## src/msds_pkg.sv

```systemverilog
// constants, types and register map of the serial dma start-up block
// What this block does
// - action request builds queues, then sets acknowledge
// - interrupt enabled: raise output, store config vector
// - ready channel draws transmit fifo, sends data
// - channel events forwarded as vectors to memory
// - multifunction port: local bus, general, serial
// - receive fifo moved to memory at threshold
package msds_pkg;
   localparam logic [7:0]  GCMD_OFF   = 8'h00;
   localparam logic [7:0]  GSTAT_OFF  = 8'h04;
   localparam logic [7:0]  GLOBAL_MODE_REG_OFF  = 8'h08;
   localparam logic [7:0]  CC0_OFF    = 8'h0C;
   localparam logic [7:0]  CC2_OFF    = 8'h10;
   localparam logic [7:0]  IMR_OFF    = 8'h14;
   localparam logic [7:0]  QBASE_OFF  = 8'h18;
   localparam logic [7:0]  RXBASE_OFF = 8'h1C;
   localparam logic [7:0]  RXTHR_OFF  = 8'h20;
   localparam logic [7:0]  TXD_OFF    = 8'h24;
   // global_command_reg bits
   localparam int AR_BIT     = 0;
   localparam int QINIT_BIT  = 1;
   localparam int RXDMA_BIT  = 2;
   localparam int TXDMA_BIT  = 3;
   // global_status_reg bits
   localparam int ACK_BIT    = 0;
   localparam int CFGI_BIT   = 1;
   localparam int RXI_BIT    = 2;
   localparam int TXI_BIT    = 3;
   localparam int BUSY_BIT   = 4;
   localparam int LVL_LSB    = 8;
   // global_mode_reg, chan_control_0, chan_control_2 bits
   localparam int IRQEN_BIT  = 2;
   localparam int PU_BIT     = 0;
   localparam int TXRES_BIT  = 1;
   localparam int RAC_BIT    = 0;
   localparam logic [2:0]  MODE_RST   = 3'h0;
   localparam logic [1:0]  IMR_RST    = 2'h3;
   localparam logic [4:0]  THR_RST    = 5'h08;
   localparam logic [31:0] ADDR_RST   = 32'h0000_0000;
   localparam logic [1:0]  RESP_OKAY  = 2'h0;
   localparam logic [1:0]  RESP_SLVERR = 2'h2;
   localparam int          FIFO_DEPTH = 16;
   localparam int          EVQ_LEN    = 4;
   localparam logic [31:0] EVQ_OFF    = 32'h0000_0040;
   localparam logic [31:0] VEC_CFG    = 32'h0000_0C01;
   localparam logic [31:0] VEC_RX     = 32'h0000_0A01;
   localparam logic [31:0] VEC_TX     = 32'h0000_0A02;
   localparam logic [1:0]  PCFG_LBI   = 2'h0;
   localparam logic [1:0]  PCFG_SSC   = 2'h2;

   typedef struct packed {
      logic [31:0] addr;
      logic [31:0] data;
   } msds_mem_req_s;

   typedef struct packed {
      logic local_bus_en;
      logic gp_port_en;
      logic sync_serial_en;
   } msds_mfp_s;

   typedef enum logic [2:0] {CTL_IDLE, CTL_QINIT, CTL_DONE, CTL_CFGVEC, CTL_RXMOVE} msds_ctl_e;
endpackage : msds_pkg

```

## src/msds_fifo.sv

```systemverilog
// fifo with registered read data, used for the central transmit and receive fifos
`timescale 1ns/100ps
module msds_fifo #(
   parameter int WIDTH = 32,
   parameter int DEPTH = 16
) (
   input  wire logic             ref_clk,
   input  wire logic             rst,
   input  wire logic             in_valid,
   output logic                  in_ready,
   input  wire logic [WIDTH-1:0] in_data,
   output logic                  out_valid,
   input  wire logic             out_ready,
   output logic [WIDTH-1:0]      out_data,
   output logic [$clog2(DEPTH+1)-1:0] level
);
   localparam int AW = $clog2(DEPTH);
   localparam int CW = $clog2(DEPTH+1);

   logic [WIDTH-1:0] mem [DEPTH];
   logic [AW-1:0]    wptr_r, wptr_nxt, rptr_r, rptr_nxt;
   logic [CW-1:0]    cnt_r, cnt_nxt;
   logic             ov_r, ov_nxt;
   logic [WIDTH-1:0] od_r, od_nxt;
   logic             push, load;

   // output stage counts toward depth so full really means DEPTH words held
   assign level     = cnt_r + CW'(ov_r);
   assign in_ready  = level < CW'(DEPTH);
   assign out_valid = ov_r;
   assign out_data  = od_r;

   always_comb begin
      push     = in_valid && in_ready;
      load     = (cnt_r != '0) && (!ov_r || out_ready);
      wptr_nxt = push ? wptr_r + AW'(1) : wptr_r;
      rptr_nxt = load ? rptr_r + AW'(1) : rptr_r;
      cnt_nxt  = cnt_r + CW'(push) - CW'(load);
      ov_nxt   = load ? 1'b1 : ((ov_r && out_ready) ? 1'b0 : ov_r);
      od_nxt   = load ? mem[rptr_r] : od_r;
   end

   always_ff @(posedge ref_clk) begin
      if (push) begin
         mem[wptr_r] <= in_data;
      end
   end

   always_ff @(posedge ref_clk) begin
      if (rst) begin
         wptr_r <= '0;
         rptr_r <= '0;
         cnt_r  <= '0;
         ov_r   <= 1'b0;
         od_r   <= '0;
      end else begin
         wptr_r <= wptr_nxt;
         rptr_r <= rptr_nxt;
         cnt_r  <= cnt_nxt;
         ov_r   <= ov_nxt;
         od_r   <= od_nxt;
      end
   end
endmodule : msds_fifo

```

## src/msds_top.sv

```systemverilog
// start-up sequencer, dma mover and register file of the serial dma block
`timescale 1ns/100ps
module msds_top (
   input  wire logic                   ref_clk,
   input  wire logic                   rst,
   input  wire logic [7:0]             s_axi_awaddr,
   input  wire logic                   s_axi_awvalid,
   output logic                        s_axi_awready,
   input  wire logic [31:0]            s_axi_wdata,
   input  wire logic [3:0]             s_axi_wstrb,
   input  wire logic                   s_axi_wvalid,
   output logic                        s_axi_wready,
   output logic [1:0]                  s_axi_bresp,
   output logic                        s_axi_bvalid,
   input  wire logic                   s_axi_bready,
   input  wire logic [7:0]             s_axi_araddr,
   input  wire logic                   s_axi_arvalid,
   output logic                        s_axi_arready,
   output logic [31:0]                 s_axi_rdata,
   output logic [1:0]                  s_axi_rresp,
   output logic                        s_axi_rvalid,
   input  wire logic                   s_axi_rready,
   output logic                        mem_wr_valid,
   input  wire logic                   mem_wr_ready,
   output msds_pkg::msds_mem_req_s     mem_wr,
   output logic                        ser_tx_valid,
   input  wire logic                   ser_tx_ready,
   output logic [31:0]                 ser_tx_data,
   input  wire logic                   ser_rx_valid,
   output logic                        ser_rx_ready,
   input  wire logic [31:0]            ser_rx_data,
   input  wire logic                   chan_rx_event,
   input  wire logic                   chan_tx_event,
   output logic                        irq_out,
   output msds_pkg::msds_mfp_s         port_sel
);
   logic        aw_hold_r, aw_hold_nxt, w_hold_r, w_hold_nxt;
   logic [7:0]  waddr_r, waddr_nxt;
   logic [31:0] wdata_r, wdata_nxt, rdata_r, rdata_nxt, rd_val;
   logic        bvalid_r, bvalid_nxt, rvalid_r, rvalid_nxt, rd_ok, wr_ok, wr_go;
   logic [1:0]  bresp_r, bresp_nxt, rresp_r, rresp_nxt;
   logic        ar_pend_r, ar_pend_nxt, qinit_r, qinit_nxt;
   logic        rxd_en_r, rxd_en_nxt, txd_en_r, txd_en_nxt;
   logic [2:0]  mode_r, mode_nxt;
   logic        power_up_r, power_up_nxt, tx_rst_done_r, tx_rst_done_nxt;
   logic        rx_active_r, rx_active_nxt;
   logic [1:0]  imr_r, imr_nxt;
   logic [31:0] qbase_r, qbase_nxt, rxbase_r, rxbase_nxt;
   logic [4:0]  rx_thr_r, rx_thr_nxt, cnt_r, cnt_nxt;
   logic [3:0]  stat_r, stat_nxt, stat_set;
   logic        rx_pend_r, rx_pend_nxt, tx_pend_r, tx_pend_nxt;
   logic [1:0]  evptr_r, evptr_nxt;
   logic [7:0]  rxptr_r, rxptr_nxt;
   logic        mreq_valid_r, mreq_valid_nxt, mem_free, irq_r, irq_nxt;
   msds_pkg::msds_mem_req_s mreq_r, mreq_nxt;
   msds_pkg::msds_mfp_s     port_r, port_nxt;
   msds_pkg::msds_ctl_e     ctl_r, ctl_nxt;
   logic        txf_in_valid, txf_in_ready, txf_out_valid, txf_out_ready, tx_on;
   logic        rxf_in_valid, rxf_in_ready, rxf_out_valid, rxf_out_ready;
   logic [31:0] txf_out_data, rxf_out_data;
   logic [4:0]  txf_level, rxf_level;

   assign s_axi_awready = !aw_hold_r && !bvalid_r;
   assign s_axi_wready  = !w_hold_r && !bvalid_r;
   assign s_axi_bvalid  = bvalid_r;
   assign s_axi_bresp   = bresp_r;
   assign s_axi_arready = !rvalid_r;
   assign s_axi_rvalid  = rvalid_r;
   assign s_axi_rdata   = rdata_r;
   assign s_axi_rresp   = rresp_r;
   assign mem_wr_valid  = mreq_valid_r;
   assign mem_wr        = mreq_r;
   assign irq_out       = irq_r;
   assign port_sel      = port_r;
   // transmit data only once powered, transmitter reset and dma enabled
   assign tx_on         = power_up_r && tx_rst_done_r && txd_en_r;
   assign ser_tx_valid  = txf_out_valid && tx_on;
   assign txf_out_ready = ser_tx_ready && tx_on;
   assign ser_tx_data   = txf_out_data;
   assign rxf_in_valid  = ser_rx_valid && rx_active_r;
   assign ser_rx_ready  = rxf_in_ready && rx_active_r;
   // a data write stalls its response until the transmit fifo has room
   assign txf_in_valid  = aw_hold_r && w_hold_r && !bvalid_r && (waddr_r == msds_pkg::TXD_OFF);
   assign mem_free      = !mreq_valid_r || mem_wr_ready;

   msds_fifo #(.WIDTH(32), .DEPTH(msds_pkg::FIFO_DEPTH)) u_tx_fifo (
      .ref_clk(ref_clk), .rst(rst),
      .in_valid(txf_in_valid), .in_ready(txf_in_ready), .in_data(wdata_r),
      .out_valid(txf_out_valid), .out_ready(txf_out_ready), .out_data(txf_out_data),
      .level(txf_level)
   );

   msds_fifo #(.WIDTH(32), .DEPTH(msds_pkg::FIFO_DEPTH)) u_rx_fifo (
      .ref_clk(ref_clk), .rst(rst),
      .in_valid(rxf_in_valid), .in_ready(rxf_in_ready), .in_data(ser_rx_data),
      .out_valid(rxf_out_valid), .out_ready(rxf_out_ready), .out_data(rxf_out_data),
      .level(rxf_level)
   );

   always_comb begin
      rd_ok = 1'b1;
      rd_val = '0;
      case ({s_axi_araddr[7:2], 2'b00})
         msds_pkg::GCMD_OFF: begin
            rd_val[msds_pkg::QINIT_BIT] = qinit_r;
            rd_val[msds_pkg::RXDMA_BIT] = rxd_en_r;
            rd_val[msds_pkg::TXDMA_BIT] = txd_en_r;
         end
         msds_pkg::GSTAT_OFF: begin
            rd_val[3:0] = stat_r;
            rd_val[msds_pkg::BUSY_BIT] = ar_pend_r || (ctl_r != msds_pkg::CTL_IDLE);
            rd_val[msds_pkg::LVL_LSB +: 5] = rxf_level;
            rd_val[msds_pkg::LVL_LSB+8 +: 5] = txf_level;
         end
         msds_pkg::GLOBAL_MODE_REG_OFF:  rd_val[2:0] = mode_r;
         msds_pkg::CC0_OFF: begin
            rd_val[msds_pkg::PU_BIT] = power_up_r;
            rd_val[msds_pkg::TXRES_BIT] = tx_rst_done_r;
         end
         msds_pkg::CC2_OFF:    rd_val[msds_pkg::RAC_BIT] = rx_active_r;
         msds_pkg::IMR_OFF:    rd_val[1:0] = imr_r;
         msds_pkg::QBASE_OFF:  rd_val = qbase_r;
         msds_pkg::RXBASE_OFF: rd_val = rxbase_r;
         msds_pkg::RXTHR_OFF:  rd_val[4:0] = rx_thr_r;
         msds_pkg::TXD_OFF:    rd_val = '0;
         default:              rd_ok = 1'b0;
      endcase
   end

   always_comb begin
      aw_hold_nxt = aw_hold_r;   waddr_nxt = waddr_r;   w_hold_nxt = w_hold_r;
      wdata_nxt = wdata_r;       bvalid_nxt = bvalid_r; bresp_nxt = bresp_r;
      rvalid_nxt = rvalid_r;     rdata_nxt = rdata_r;   rresp_nxt = rresp_r;
      ar_pend_nxt = ar_pend_r;   qinit_nxt = qinit_r;   rxd_en_nxt = rxd_en_r;
      txd_en_nxt = txd_en_r;     mode_nxt = mode_r;     power_up_nxt = power_up_r;
      tx_rst_done_nxt = tx_rst_done_r;                  rx_active_nxt = rx_active_r;
      imr_nxt = imr_r;           qbase_nxt = qbase_r;   rxbase_nxt = rxbase_r;
      rx_thr_nxt = rx_thr_r;     cnt_nxt = cnt_r;       stat_nxt = stat_r;
      evptr_nxt = evptr_r;       rxptr_nxt = rxptr_r;   ctl_nxt = ctl_r;
      mreq_nxt = mreq_r;         stat_set = '0;
      rx_pend_nxt = rx_pend_r;   tx_pend_nxt = tx_pend_r;
      rxf_out_ready = 1'b0;
      mreq_valid_nxt = mreq_valid_r && !mem_wr_ready;
      wr_ok = 1'b1;
      wr_go = aw_hold_r && w_hold_r && !bvalid_r &&
              (waddr_r != msds_pkg::TXD_OFF || txf_in_ready);
      if (s_axi_awvalid && s_axi_awready) begin
         aw_hold_nxt = 1'b1;
         waddr_nxt   = {s_axi_awaddr[7:2], 2'b00};
      end
      if (s_axi_wvalid && s_axi_wready) begin
         w_hold_nxt = 1'b1;
         wdata_nxt  = s_axi_wdata;
      end
      if (bvalid_r && s_axi_bready) begin
         bvalid_nxt = 1'b0;
      end
      if (wr_go) begin
         aw_hold_nxt = 1'b0;
         w_hold_nxt  = 1'b0;
         bvalid_nxt  = 1'b1;
         case (waddr_r)
            msds_pkg::GCMD_OFF: begin
               // a request while one is in flight is dropped
               if (wdata_r[msds_pkg::AR_BIT] && !ar_pend_r &&
                   ctl_r == msds_pkg::CTL_IDLE) begin
                  ar_pend_nxt = 1'b1;
                  qinit_nxt   = wdata_r[msds_pkg::QINIT_BIT];
                  rxd_en_nxt  = wdata_r[msds_pkg::RXDMA_BIT];
                  txd_en_nxt  = wdata_r[msds_pkg::TXDMA_BIT];
               end
            end
            msds_pkg::GSTAT_OFF:  stat_nxt = stat_r & ~wdata_r[3:0];
            msds_pkg::GLOBAL_MODE_REG_OFF:  mode_nxt = wdata_r[2:0];
            msds_pkg::CC0_OFF: begin
               power_up_nxt    = wdata_r[msds_pkg::PU_BIT];
               tx_rst_done_nxt = wdata_r[msds_pkg::PU_BIT] &&
                                 (tx_rst_done_r || wdata_r[msds_pkg::TXRES_BIT]);
            end
            msds_pkg::CC2_OFF:    rx_active_nxt = wdata_r[msds_pkg::RAC_BIT];
            msds_pkg::IMR_OFF:    imr_nxt = wdata_r[1:0];
            msds_pkg::QBASE_OFF:  qbase_nxt = wdata_r;
            msds_pkg::RXBASE_OFF: rxbase_nxt = wdata_r;
            msds_pkg::RXTHR_OFF:  rx_thr_nxt = wdata_r[4:0];
            msds_pkg::TXD_OFF:    wr_ok = 1'b1;
            default:              wr_ok = 1'b0;
         endcase
         bresp_nxt = wr_ok ? msds_pkg::RESP_OKAY : msds_pkg::RESP_SLVERR;
      end
      if (rvalid_r && s_axi_rready) begin
         rvalid_nxt = 1'b0;
      end
      if (s_axi_arvalid && s_axi_arready) begin
         rvalid_nxt = 1'b1;
         rdata_nxt  = rd_val;
         rresp_nxt  = rd_ok ? msds_pkg::RESP_OKAY : msds_pkg::RESP_SLVERR;
      end

      case (ctl_r)
         msds_pkg::CTL_IDLE: begin
            if (ar_pend_r) begin
               ar_pend_nxt = 1'b0;
               cnt_nxt     = '0;
               ctl_nxt     = qinit_r ? msds_pkg::CTL_QINIT : msds_pkg::CTL_DONE;
            end else if (mem_free && rx_pend_r) begin
               mreq_valid_nxt = 1'b1;
               mreq_nxt = '{qbase_r + msds_pkg::EVQ_OFF + 32'({evptr_r, 2'b00}),
                            msds_pkg::VEC_RX};
               evptr_nxt = evptr_r + 2'h1;
               rx_pend_nxt = 1'b0;
               stat_set[msds_pkg::RXI_BIT] = 1'b1;
            end else if (mem_free && tx_pend_r) begin
               mreq_valid_nxt = 1'b1;
               mreq_nxt = '{qbase_r + msds_pkg::EVQ_OFF + 32'({evptr_r, 2'b00}),
                            msds_pkg::VEC_TX};
               evptr_nxt = evptr_r + 2'h1;
               tx_pend_nxt = 1'b0;
               stat_set[msds_pkg::TXI_BIT] = 1'b1;
            end else if (rxd_en_r && rx_thr_r != '0 && rxf_level >= rx_thr_r) begin
               cnt_nxt = rx_thr_r;
               ctl_nxt = msds_pkg::CTL_RXMOVE;
            end
         end
         msds_pkg::CTL_QINIT: begin
            // clear the event ring so stale vectors are never mistaken for new ones
            if (mem_free) begin
               mreq_valid_nxt = 1'b1;
               mreq_nxt  = '{qbase_r + msds_pkg::EVQ_OFF + 32'({cnt_r, 2'b00}), 32'h0};
               cnt_nxt   = cnt_r + 5'h01;
               evptr_nxt = '0;
               if (cnt_r == 5'(msds_pkg::EVQ_LEN - 1)) begin
                  ctl_nxt = msds_pkg::CTL_DONE;
               end
            end
         end
         msds_pkg::CTL_DONE: begin
            if (mem_free) begin
               stat_set[msds_pkg::ACK_BIT] = 1'b1;
               if (mode_r[msds_pkg::IRQEN_BIT]) begin
                  stat_set[msds_pkg::CFGI_BIT] = 1'b1;
                  ctl_nxt = msds_pkg::CTL_CFGVEC;
               end else begin
                  ctl_nxt = msds_pkg::CTL_IDLE;
               end
            end
         end
         msds_pkg::CTL_CFGVEC: begin
            if (mem_free) begin
               mreq_valid_nxt = 1'b1;
               mreq_nxt = '{qbase_r, msds_pkg::VEC_CFG};
               ctl_nxt  = msds_pkg::CTL_IDLE;
            end
         end
         msds_pkg::CTL_RXMOVE: begin
            rxf_out_ready = mem_free;
            if (mem_free && rxf_out_valid) begin
               mreq_valid_nxt = 1'b1;
               mreq_nxt  = '{rxbase_r + 32'({rxptr_r, 2'b00}), rxf_out_data};
               rxptr_nxt = rxptr_r + 8'h01;
               cnt_nxt   = cnt_r - 5'h01;
               if (cnt_r == 5'h01) begin
                  ctl_nxt = msds_pkg::CTL_IDLE;
               end
            end
         end
         default: ctl_nxt = msds_pkg::CTL_IDLE;
      endcase
      // events raised in a clearing cycle survive: set is applied last
      stat_nxt    = stat_nxt | stat_set;
      rx_pend_nxt = rx_pend_nxt | (chan_rx_event && power_up_r && !imr_r[0]);
      tx_pend_nxt = tx_pend_nxt | (chan_tx_event && power_up_r && !imr_r[1]);
      irq_nxt     = mode_nxt[msds_pkg::IRQEN_BIT] && (stat_nxt != '0);
      port_nxt.local_bus_en   = 1'b1;
      port_nxt.gp_port_en     = mode_r[1:0] != msds_pkg::PCFG_LBI;
      port_nxt.sync_serial_en = mode_r[1:0] == msds_pkg::PCFG_SSC;
   end

   always_ff @(posedge ref_clk) begin
      if (rst) begin
         aw_hold_r <= 1'b0;  w_hold_r <= 1'b0;   waddr_r <= '0;    wdata_r <= '0;
         bvalid_r <= 1'b0;   bresp_r <= '0;      rvalid_r <= 1'b0; rdata_r <= '0;
         rresp_r <= '0;      ar_pend_r <= 1'b0;  qinit_r <= 1'b0;  rxd_en_r <= 1'b0;
         txd_en_r <= 1'b0;   mode_r <= msds_pkg::MODE_RST;         power_up_r <= 1'b0;
         tx_rst_done_r <= 1'b0;                  rx_active_r <= 1'b0;
         imr_r <= msds_pkg::IMR_RST;             qbase_r <= msds_pkg::ADDR_RST;
         rxbase_r <= msds_pkg::ADDR_RST;         rx_thr_r <= msds_pkg::THR_RST;
         cnt_r <= '0;        stat_r <= '0;       rx_pend_r <= 1'b0; tx_pend_r <= 1'b0;
         evptr_r <= '0;      rxptr_r <= '0;      mreq_valid_r <= 1'b0; mreq_r <= '0;
         irq_r <= 1'b0;      port_r <= 3'h4;     ctl_r <= msds_pkg::CTL_IDLE;
      end else begin
         aw_hold_r <= aw_hold_nxt;  w_hold_r <= w_hold_nxt;  waddr_r <= waddr_nxt;
         wdata_r <= wdata_nxt;      bvalid_r <= bvalid_nxt;  bresp_r <= bresp_nxt;
         rvalid_r <= rvalid_nxt;    rdata_r <= rdata_nxt;    rresp_r <= rresp_nxt;
         ar_pend_r <= ar_pend_nxt;  qinit_r <= qinit_nxt;    rxd_en_r <= rxd_en_nxt;
         txd_en_r <= txd_en_nxt;    mode_r <= mode_nxt;      power_up_r <= power_up_nxt;
         tx_rst_done_r <= tx_rst_done_nxt;                   rx_active_r <= rx_active_nxt;
         imr_r <= imr_nxt;          qbase_r <= qbase_nxt;    rxbase_r <= rxbase_nxt;
         rx_thr_r <= rx_thr_nxt;    cnt_r <= cnt_nxt;        stat_r <= stat_nxt;
         rx_pend_r <= rx_pend_nxt;  tx_pend_r <= tx_pend_nxt; evptr_r <= evptr_nxt;
         rxptr_r <= rxptr_nxt;      mreq_valid_r <= mreq_valid_nxt; mreq_r <= mreq_nxt;
         irq_r <= irq_nxt;          port_r <= port_nxt;      ctl_r <= ctl_nxt;
      end
   end
endmodule : msds_top

```

## config.mk

```make
export PLATFORM = sky130hd
export DESIGN_NAME = msds_top
export DESIGN_NICKNAME = d
export VERILOG_FILES = /design/src/msds_pkg.sv /design/src/msds_fifo.sv /design/src/msds_top.sv
export SDC_FILE = /design/constraint.sdc
export NUM_CORES = 2
export LEC_CHECK = 0
export BUFFER_PORTS_ARGS = -buffer_cell sky130_fd_sc_hd__buf_2
export CAP_MARGIN = 20
export CORE_UTILIZATION = 55
export DETAILED_ROUTE_END_ITERATION = 8
export GPL_ROUTABILITY_DRIVEN = 0
export PLACE_DENSITY = 0.75
export SYNTH_ARGS = -nofsm -noshare
export SYNTH_HDL_FRONTEND = slang
export SYNTH_HIERARCHICAL = 1
export SYNTH_SLANG_ARGS = --single-unit
```

## constraint.sdc

```tcl
create_clock -name ref_clk -period 4.8 [get_ports ref_clk]
set_input_delay 0.24 -clock ref_clk [delete_from_list [all_inputs] [get_ports ref_clk]]
set_output_delay 0.24 -clock ref_clk [all_outputs]
set_load 0.1 [all_outputs]
```

### After elaboration in Yosys (flattened, before gate mapping)

Memory sizes are Yosys's and may differ from the RTL's. A register that Yosys moved wholly into a read port is not among the register bits.
Cells that the tools add are included.

* register bits: 280
* bits in writable memories: 1024
* bits of input ports: 96
* logic and storage cells: 286
* memories kept: 2

Memory list
* u_rx_fifo.mem: depth 16, bits a word 32, read ports 1, clocked after Yosys merged registers in 1, wr ports 1, RTL line msds_fifo.sv:20 `logic [WIDTH-1:0] mem [DEPTH];`
* u_tx_fifo.mem: depth 16, bits a word 32, read ports 1, clocked after Yosys merged registers in 1, wr ports 1, RTL line msds_fifo.sv:20

* $add $sub $neg: 18
* magnitude comparators: 3
* equal/unequal tests: 37
* multiplexer cells: 90
* bitwise gates (word level): 5
* reduce and logical (&&, ||, !) cells: 87

Operators by type and width (number)
* $mux W64: 6
* $pmux W64 S4: 1
* $eq A6 B3 Y1 const B: 8
* $pmux W5 S3: 3
* $logic_and A1 B1 Y1: 37
* $mux W1: 37
* $mux W3: 12
* $add A32 B10 Y32: 1
* $add A32 B4 Y32: 1
* $add A32 B7 Y32: 1
* $add A32 B7 Y32 const B: 1
* $mux W5: 6
* $eq A6 B2 Y1 const B: 4
* $eq A6 B4 Y1 const B: 4
* $mux W2: 12
* $pmux W11 S2: 1
* $add A5 B1 Y5: 4
* $reduce_or A10 Y1: 2
* $add A4 B1 Y4 const B: 4
* $pmux W1 S8: 2
* $reduce_and A2 Y1: 8
* $pmux W3 S5: 1
* $reduce_bool A5 Y1: 3
* $ne A2 B2 Y1 const B: 7
* 42 further kinds: 74

### Depth between registers and ports, before layout

* word-level depth: 10
* depth in mapped cells: 16
* mapped depth without buffers: 14

### Cells and area by module

Netlist, hierarchy kept.

Modules (own cells, without submodules)
* msds_fifo at u_rx_fifo: instances 1, cells each 965, area each 21210.3 µm²
* msds_fifo at u_tx_fifo: instances 1, cells each 965, area each 21209.1 µm²
* msds_top: instances 1, cells each 1662, area each 12859.8 µm²

### Worst setup path before layout

No wires, ideal clock.

* path type: register to register
* from: register waddr_r[4]
* to: memory u_tx_fifo.mem[0][0] (enable)
* setup time: 0.461 ns
* arrival time: 4.031 ns
* data required time: 4.339 ns
* slack: 0.308 ns
* cell stages (with the launch flop): 7
* buffers on the path: 1
* period minus slack after synthesis: 4.492 ns
* cell sequence: dfxtp_1 > or4b_2 > nor4_1 > and3_1 > clkbuf_1 > nand2_1 > nor3_1

* cells in the longest elaborated chain, start to end: 5

Ends and longest elaborated chain
* from (decl): RTL line msds_top.sv:38 `logic [7:0] waddr_r, waddr_nxt;`
* from (signal assigned): RTL line msds_top.sv:291 `aw_hold_r <= aw_hold_nxt; w_hold_r <= w_hold_nxt; waddr_r <= waddr_nxt;`
* $eq A6 B4 Y1: RTL line msds_top.sv:83 `assign txf_in_valid = aw_hold_r && w_hold_r && !bvalid_r && (waddr_r == msds_pkg::TXD_OFF);`
* $logic_and A1 B1 Y1: RTL line msds_top.sv:83
* net txf_in_valid: RTL line msds_top.sv:58 `logic txf_in_valid, txf_in_ready, txf_out_valid, txf_out_ready, tx_on;`
* $logic_and A1 B1 Y1: RTL line msds_fifo.sv:34 `push = in_valid && in_ready;`
* $mux W1: RTL line msds_fifo.sv:44 `if (push) begin`
* $mux W1 (implied by the code): RTL line msds_fifo.sv:45 `mem[wptr_r] <= in_data;`
* to (decl): RTL line msds_fifo.sv:20

The timed path passes the listed nets, and every way through them passes these cells.

### Worst setup path in the final report

* from: register ctl_r[2]
* to: register mreq_r, in the netlist mem_wr[62]

* cells in the longest elaborated chain, start to end: 3
* elaborated cells between the ends (all ways): 12

Ends and longest elaborated chain
* from (decl): RTL line msds_top.sv:57 `msds_pkg::msds_ctl_e ctl_r, ctl_nxt;`
* from (signal assigned): RTL line msds_top.sv:301 `irq_r <= irq_nxt; port_r <= port_nxt; ctl_r <= ctl_nxt;`
* $eq A3 B3 Y1 (tied with other cells): RTL line msds_top.sv:199 `case (ctl_r)`
* $reduce_bool A4 Y1 (no line) (tied with other cells)
* $reduce_and A6 Y1 (no line)
* to (signal assigned): RTL line msds_top.sv:300 `rxptr_r <= rxptr_nxt; mreq_valid_r <= mreq_valid_nxt; mreq_r <= mreq_nxt;`
* to (decl): RTL line msds_top.sv:55 `msds_pkg::msds_mem_req_s mreq_r, mreq_nxt;`

Parallel ways exist; a longest one is shown, timed or not.
A chain may end at the register's enable or synchronous reset.

==> results.md <==
* Status: completed
* CP max stage cell: a2111oi_4
* Worst-margin pin slew at 1.114 ns
* Final worst setup slack at 0.6252 ns
* Vias in the first global route at 33070
* Pwr dens at around 470 nW/um^2
* Slew margin rel. at about a quarter
* Htree depth at 4
* Register area share after synthesis at 67.97%
* Setup-failing EPs final at 0
* Worst-Skew Late Latency at 0.77 ns
* DRC at 0
* Total wire length at 137700 um
* Endpoints failing hold at 0
* Layout area overhead at 15.35%
* Clock Sinks at 1365
* Num rows at 115
* Critical Path Sink Type: flop
* Finished layout cell area at ~64000 sq um
* Syn Std Cell Area at between 50000 and 60000 sq um
* Cells after DPL at about 5000
* YS warnings at 6
* NumNets Final at 4045
* Synth top area share at between 50 and 60%
* Slew Limit Fails at 0
* DR pass1 iterations at 6
* Placed Area at around 58000 sq um
* Fillcell total at 6734
* Worst Setup Path Type: flop to flop
* Worst-path clk slew at roughly 0.060 ns
* Syn Inst Count at 3592
* Worst vdd ir at 0.0004265 V
* Via total after detailed routing at 33150
* Clock Skews at 0.03469 ns
* Setup_tns at 0 ns
* First-pass GRT wire length at 207100 um
* Vias/cell at 6.255
* DIE AREA at around 100000 sq um
* Iter 0 DRT Violations at 3474
* Initial core utilization at between 50% and 60%
* Hold_sp: rst
* Post-Syn Area per Cell at 15.39 sq um
* WP buf/inv at 2
* Non-filler cells, final at approximately 5300
* Number of register bits inferred by synthesis at about 1400
* Critical Path Start Type: flop
* Number of buffers created by CTS at about 140
* Gr ovfl total at 0
* Worst path arrival time at 4.79 ns
* Hold depth at 2
* Antenna violations before repair at 16
* GRT Total Usage at between 20% and 30%
* Final ANT Viol Nets at 0
* I/O pin cnt at 240
* Core Footprint at roughly 100000 sq um
* Dpl ws at 0.7951 ns
* Worst r2r dst: mem_wr[62]$_SDFFE_PP0P_
* Maximum buffer depth of the clock tree at 3
* Hold EP: u_rx_fifo/wptr_r[2]$_SDFFE_PP0P_
* Die Height at 319.0 um
* HP Class: input port to flop
* Worst-path maximum fanout at 16
* CTS tree: done
* Pleak at 21.12 nW
* Synth area leaders: edfxtp_1 56%, dfxtp_1 12%, mux4_2 10%
* Crit-path cells: nand2b_1 > nor2_1 > buf_4 > mux2_2 > inv_1 > fa_1 > nor2b_1 > o21a_1 > o21ai_0 > a2111oi_4 > o2111ai_2 > or4_1 > a31oi_1 > nor3_1
* Min Tclk post-route at 4.175 ns
* Root Driver: clkbuf_16
* Layout cell share with drive strength beyond 1 at 22.87%
* Post-synth EDFFs at 1024
* Post-detail-place hpwl at around 80000 um
* Netlist cell types at a little over 80
* Period utilization at 86.97%
* Largest net degree at the start of global routing at 146
* Ys async rst share at 0%
* Worst r2r src: ctl_r[2]$_SDFFE_PP0P_
* Required time of the critical path at 5.41 ns
* Synth area leader: edfxtp_1
* Largest stage delay, worst path at 0.62 ns
* Final hold slack at 0.01344 ns
* Number of input and output port buffers inserted at 228
* Unrepaired setup endpoints after global routing: false
* Fmax at 239.5 MHz
* Worst Reg-to-Reg Cells at 14
* Top Family by Delay on Critical Path: compound AO/OA/AOI/OAI gates
* DIE WIDTH at 319.0 um
* Setup slack, reg-to-reg at 0.63 ns
* Critical path depth at 14
* Design Power at 30.06 mW
* Core Util, Final at ~64%
* Max-Cap Viols at 0
* Dominant register cell in the synthesized netlist: edfxtp_1
* WL per Instance at about 26 um
-- registers in the layout, indices dropped and copies added (netlist names), 6 cells and up --
register and cells:
u_rx_fifo/mem 512, u_tx_fifo/mem 512, mem_wr 64, qbase_r 32
rxbase_r 32, s_axi_rdata 32, u_rx_fifo/out_data 32, u_tx_fifo/out_data 32
wdata_r 32, rxptr_r 8, waddr_r 6
-- cell type report --
cell class	instances	area, sq um	share of cell area [%]
multi-input cells	1950	16770	26.29
repair buffers	390	2750	4.313
clock inverters	72	1087	1.705
clock buffers	181	3756	5.891
inverters	47	176.4	0.2767
flip-flops and latches	1365	37600	58.97
well taps	1287	1610	2.525
diodes	7	17.52	0.02747
-- kinds of logic (layout without fill, tap and decap cells) --
logic type                 after synthesis  after routing  share of synthesized area [%]
other                                    2             10                        0.01359
and+or+nand+nor                        891            891                          7.406
DFF                                   1365           1365                          67.97
muxes                                  432            432                          13.80
buffers and inverters                  278            690                          2.173
AOI/OAI and AO/OA                      487            487                          6.018
adders and majority gates               58             58                          1.367
xor gates and xnor gates                79             79                          1.252
-- worst reg2reg max path, cell delays in order (launching register included) --
cell and delay (ns):
dfxtp_1 0.57, nand2b_1 0.33, nor2_1 0.11, buf_4 0.23
mux2_2 0.26, inv_1 0.05, fa_1 0.40, nor2b_1 0.14
o21a_1 0.16, o21ai_0 0.20, a2111oi_4 0.63, o2111ai_2 0.24
or4_1 0.45, a31oi_1 0.18, nor3_1 0.06
-- Yosys cell counts (all sizes together) (6+ instances only) --
| library cell | count |
|---|---|
| a21o | 11 |
| nand4 | 17 |
| or4 | 6 |
| dfxtp | 341 |
| nor2 | 280 |
| a311oi | 9 |
| a22o | 10 |
| o31ai | 6 |
| mux2i | 106 |
| o21a | 7 |
| or2 | 7 |
| nand3 | 61 |
| xnor2 | 39 |
| ha | 54 |
| nand3b | 6 |
| a221o | 70 |
| edfxtp | 1024 |
| a211oi | 29 |
| nor4b | 8 |
| nor3 | 79 |
| and4 | 6 |
| o21ai | 54 |
| and3 | 17 |
| nor4 | 16 |
| inv | 47 |
| xor2 | 40 |
| mux4 | 257 |
| nor3b | 6 |
| nand2 | 311 |
| nor2b | 21 |
| mux2 | 69 |
| and2 | 16 |
| nand2b | 15 |
| or3 | 12 |
| buf | 89 |
| clkbuf | 142 |
| a221oi | 31 |
| a21oi | 206 |
-- timing repair --
item                      in CTS  in global routing
hold endpoints to repair     561                  0
resized for setup              0                  0
buffers inserted               0                  0
hold buffers                  82                  0
-- report_power, final --
group	internal [mW]	switching [mW]	total (mW)
Combinational	2.35	2.79	5.14
Sequential	13.0	0.666	13.7
Clock	6.51	4.73	11.2
-- how the worst max path moves through the flow --
stage | startpoint | to | slack [ns]
after floorplan | waddr_r[4]$_SDFFE_PP0P_ | u_tx_fifo/mem[0][0]$_DFFE_PP_ | 0.31
after global placement | ctl_r[2]$_SDFFE_PP0P_ | mem_wr[62]$_SDFFE_PP0P_ | 0.82
after detailed placement | ctl_r[2]$_SDFFE_PP0P_ | mem_wr[62]$_SDFFE_PP0P_ | 0.80
after CTS | ctl_r[2]$_SDFFE_PP0P_ | mem_wr[62]$_SDFFE_PP0P_ | 0.70
after global routing | ctl_r[2]$_SDFFE_PP0P_ | mem_wr[62]$_SDFFE_PP0P_ | 0.36
final | ctl_r[2]$_SDFFE_PP0P_ | mem_wr[62]$_SDFFE_PP0P_ | 0.63
-- cell usage in the layout (no fill, tap or decap), drive strengths merged, types with 61 or more instances in the layout --
cell type    count
a221o           70
nor2           280
dlygate4sd3     82
clkbuf         181
mux4           257
a21oi          206
mux2i          106
dfxtp          341
nand3           61
nor3            79
edfxtp        1024
mux2            69
nand2          311
buf            308
-- routing by layer --
layer	global-route usage (%)	up-vias	wire, um
met1	35.45	16760	52890
met2	45.25	1566	67950
li1	-	14480	-
met4	10.97	18	5136
met3	5.347	331	11640
met5	0	-	110
No activity file was read; power rests on OpenSTA's default activity.
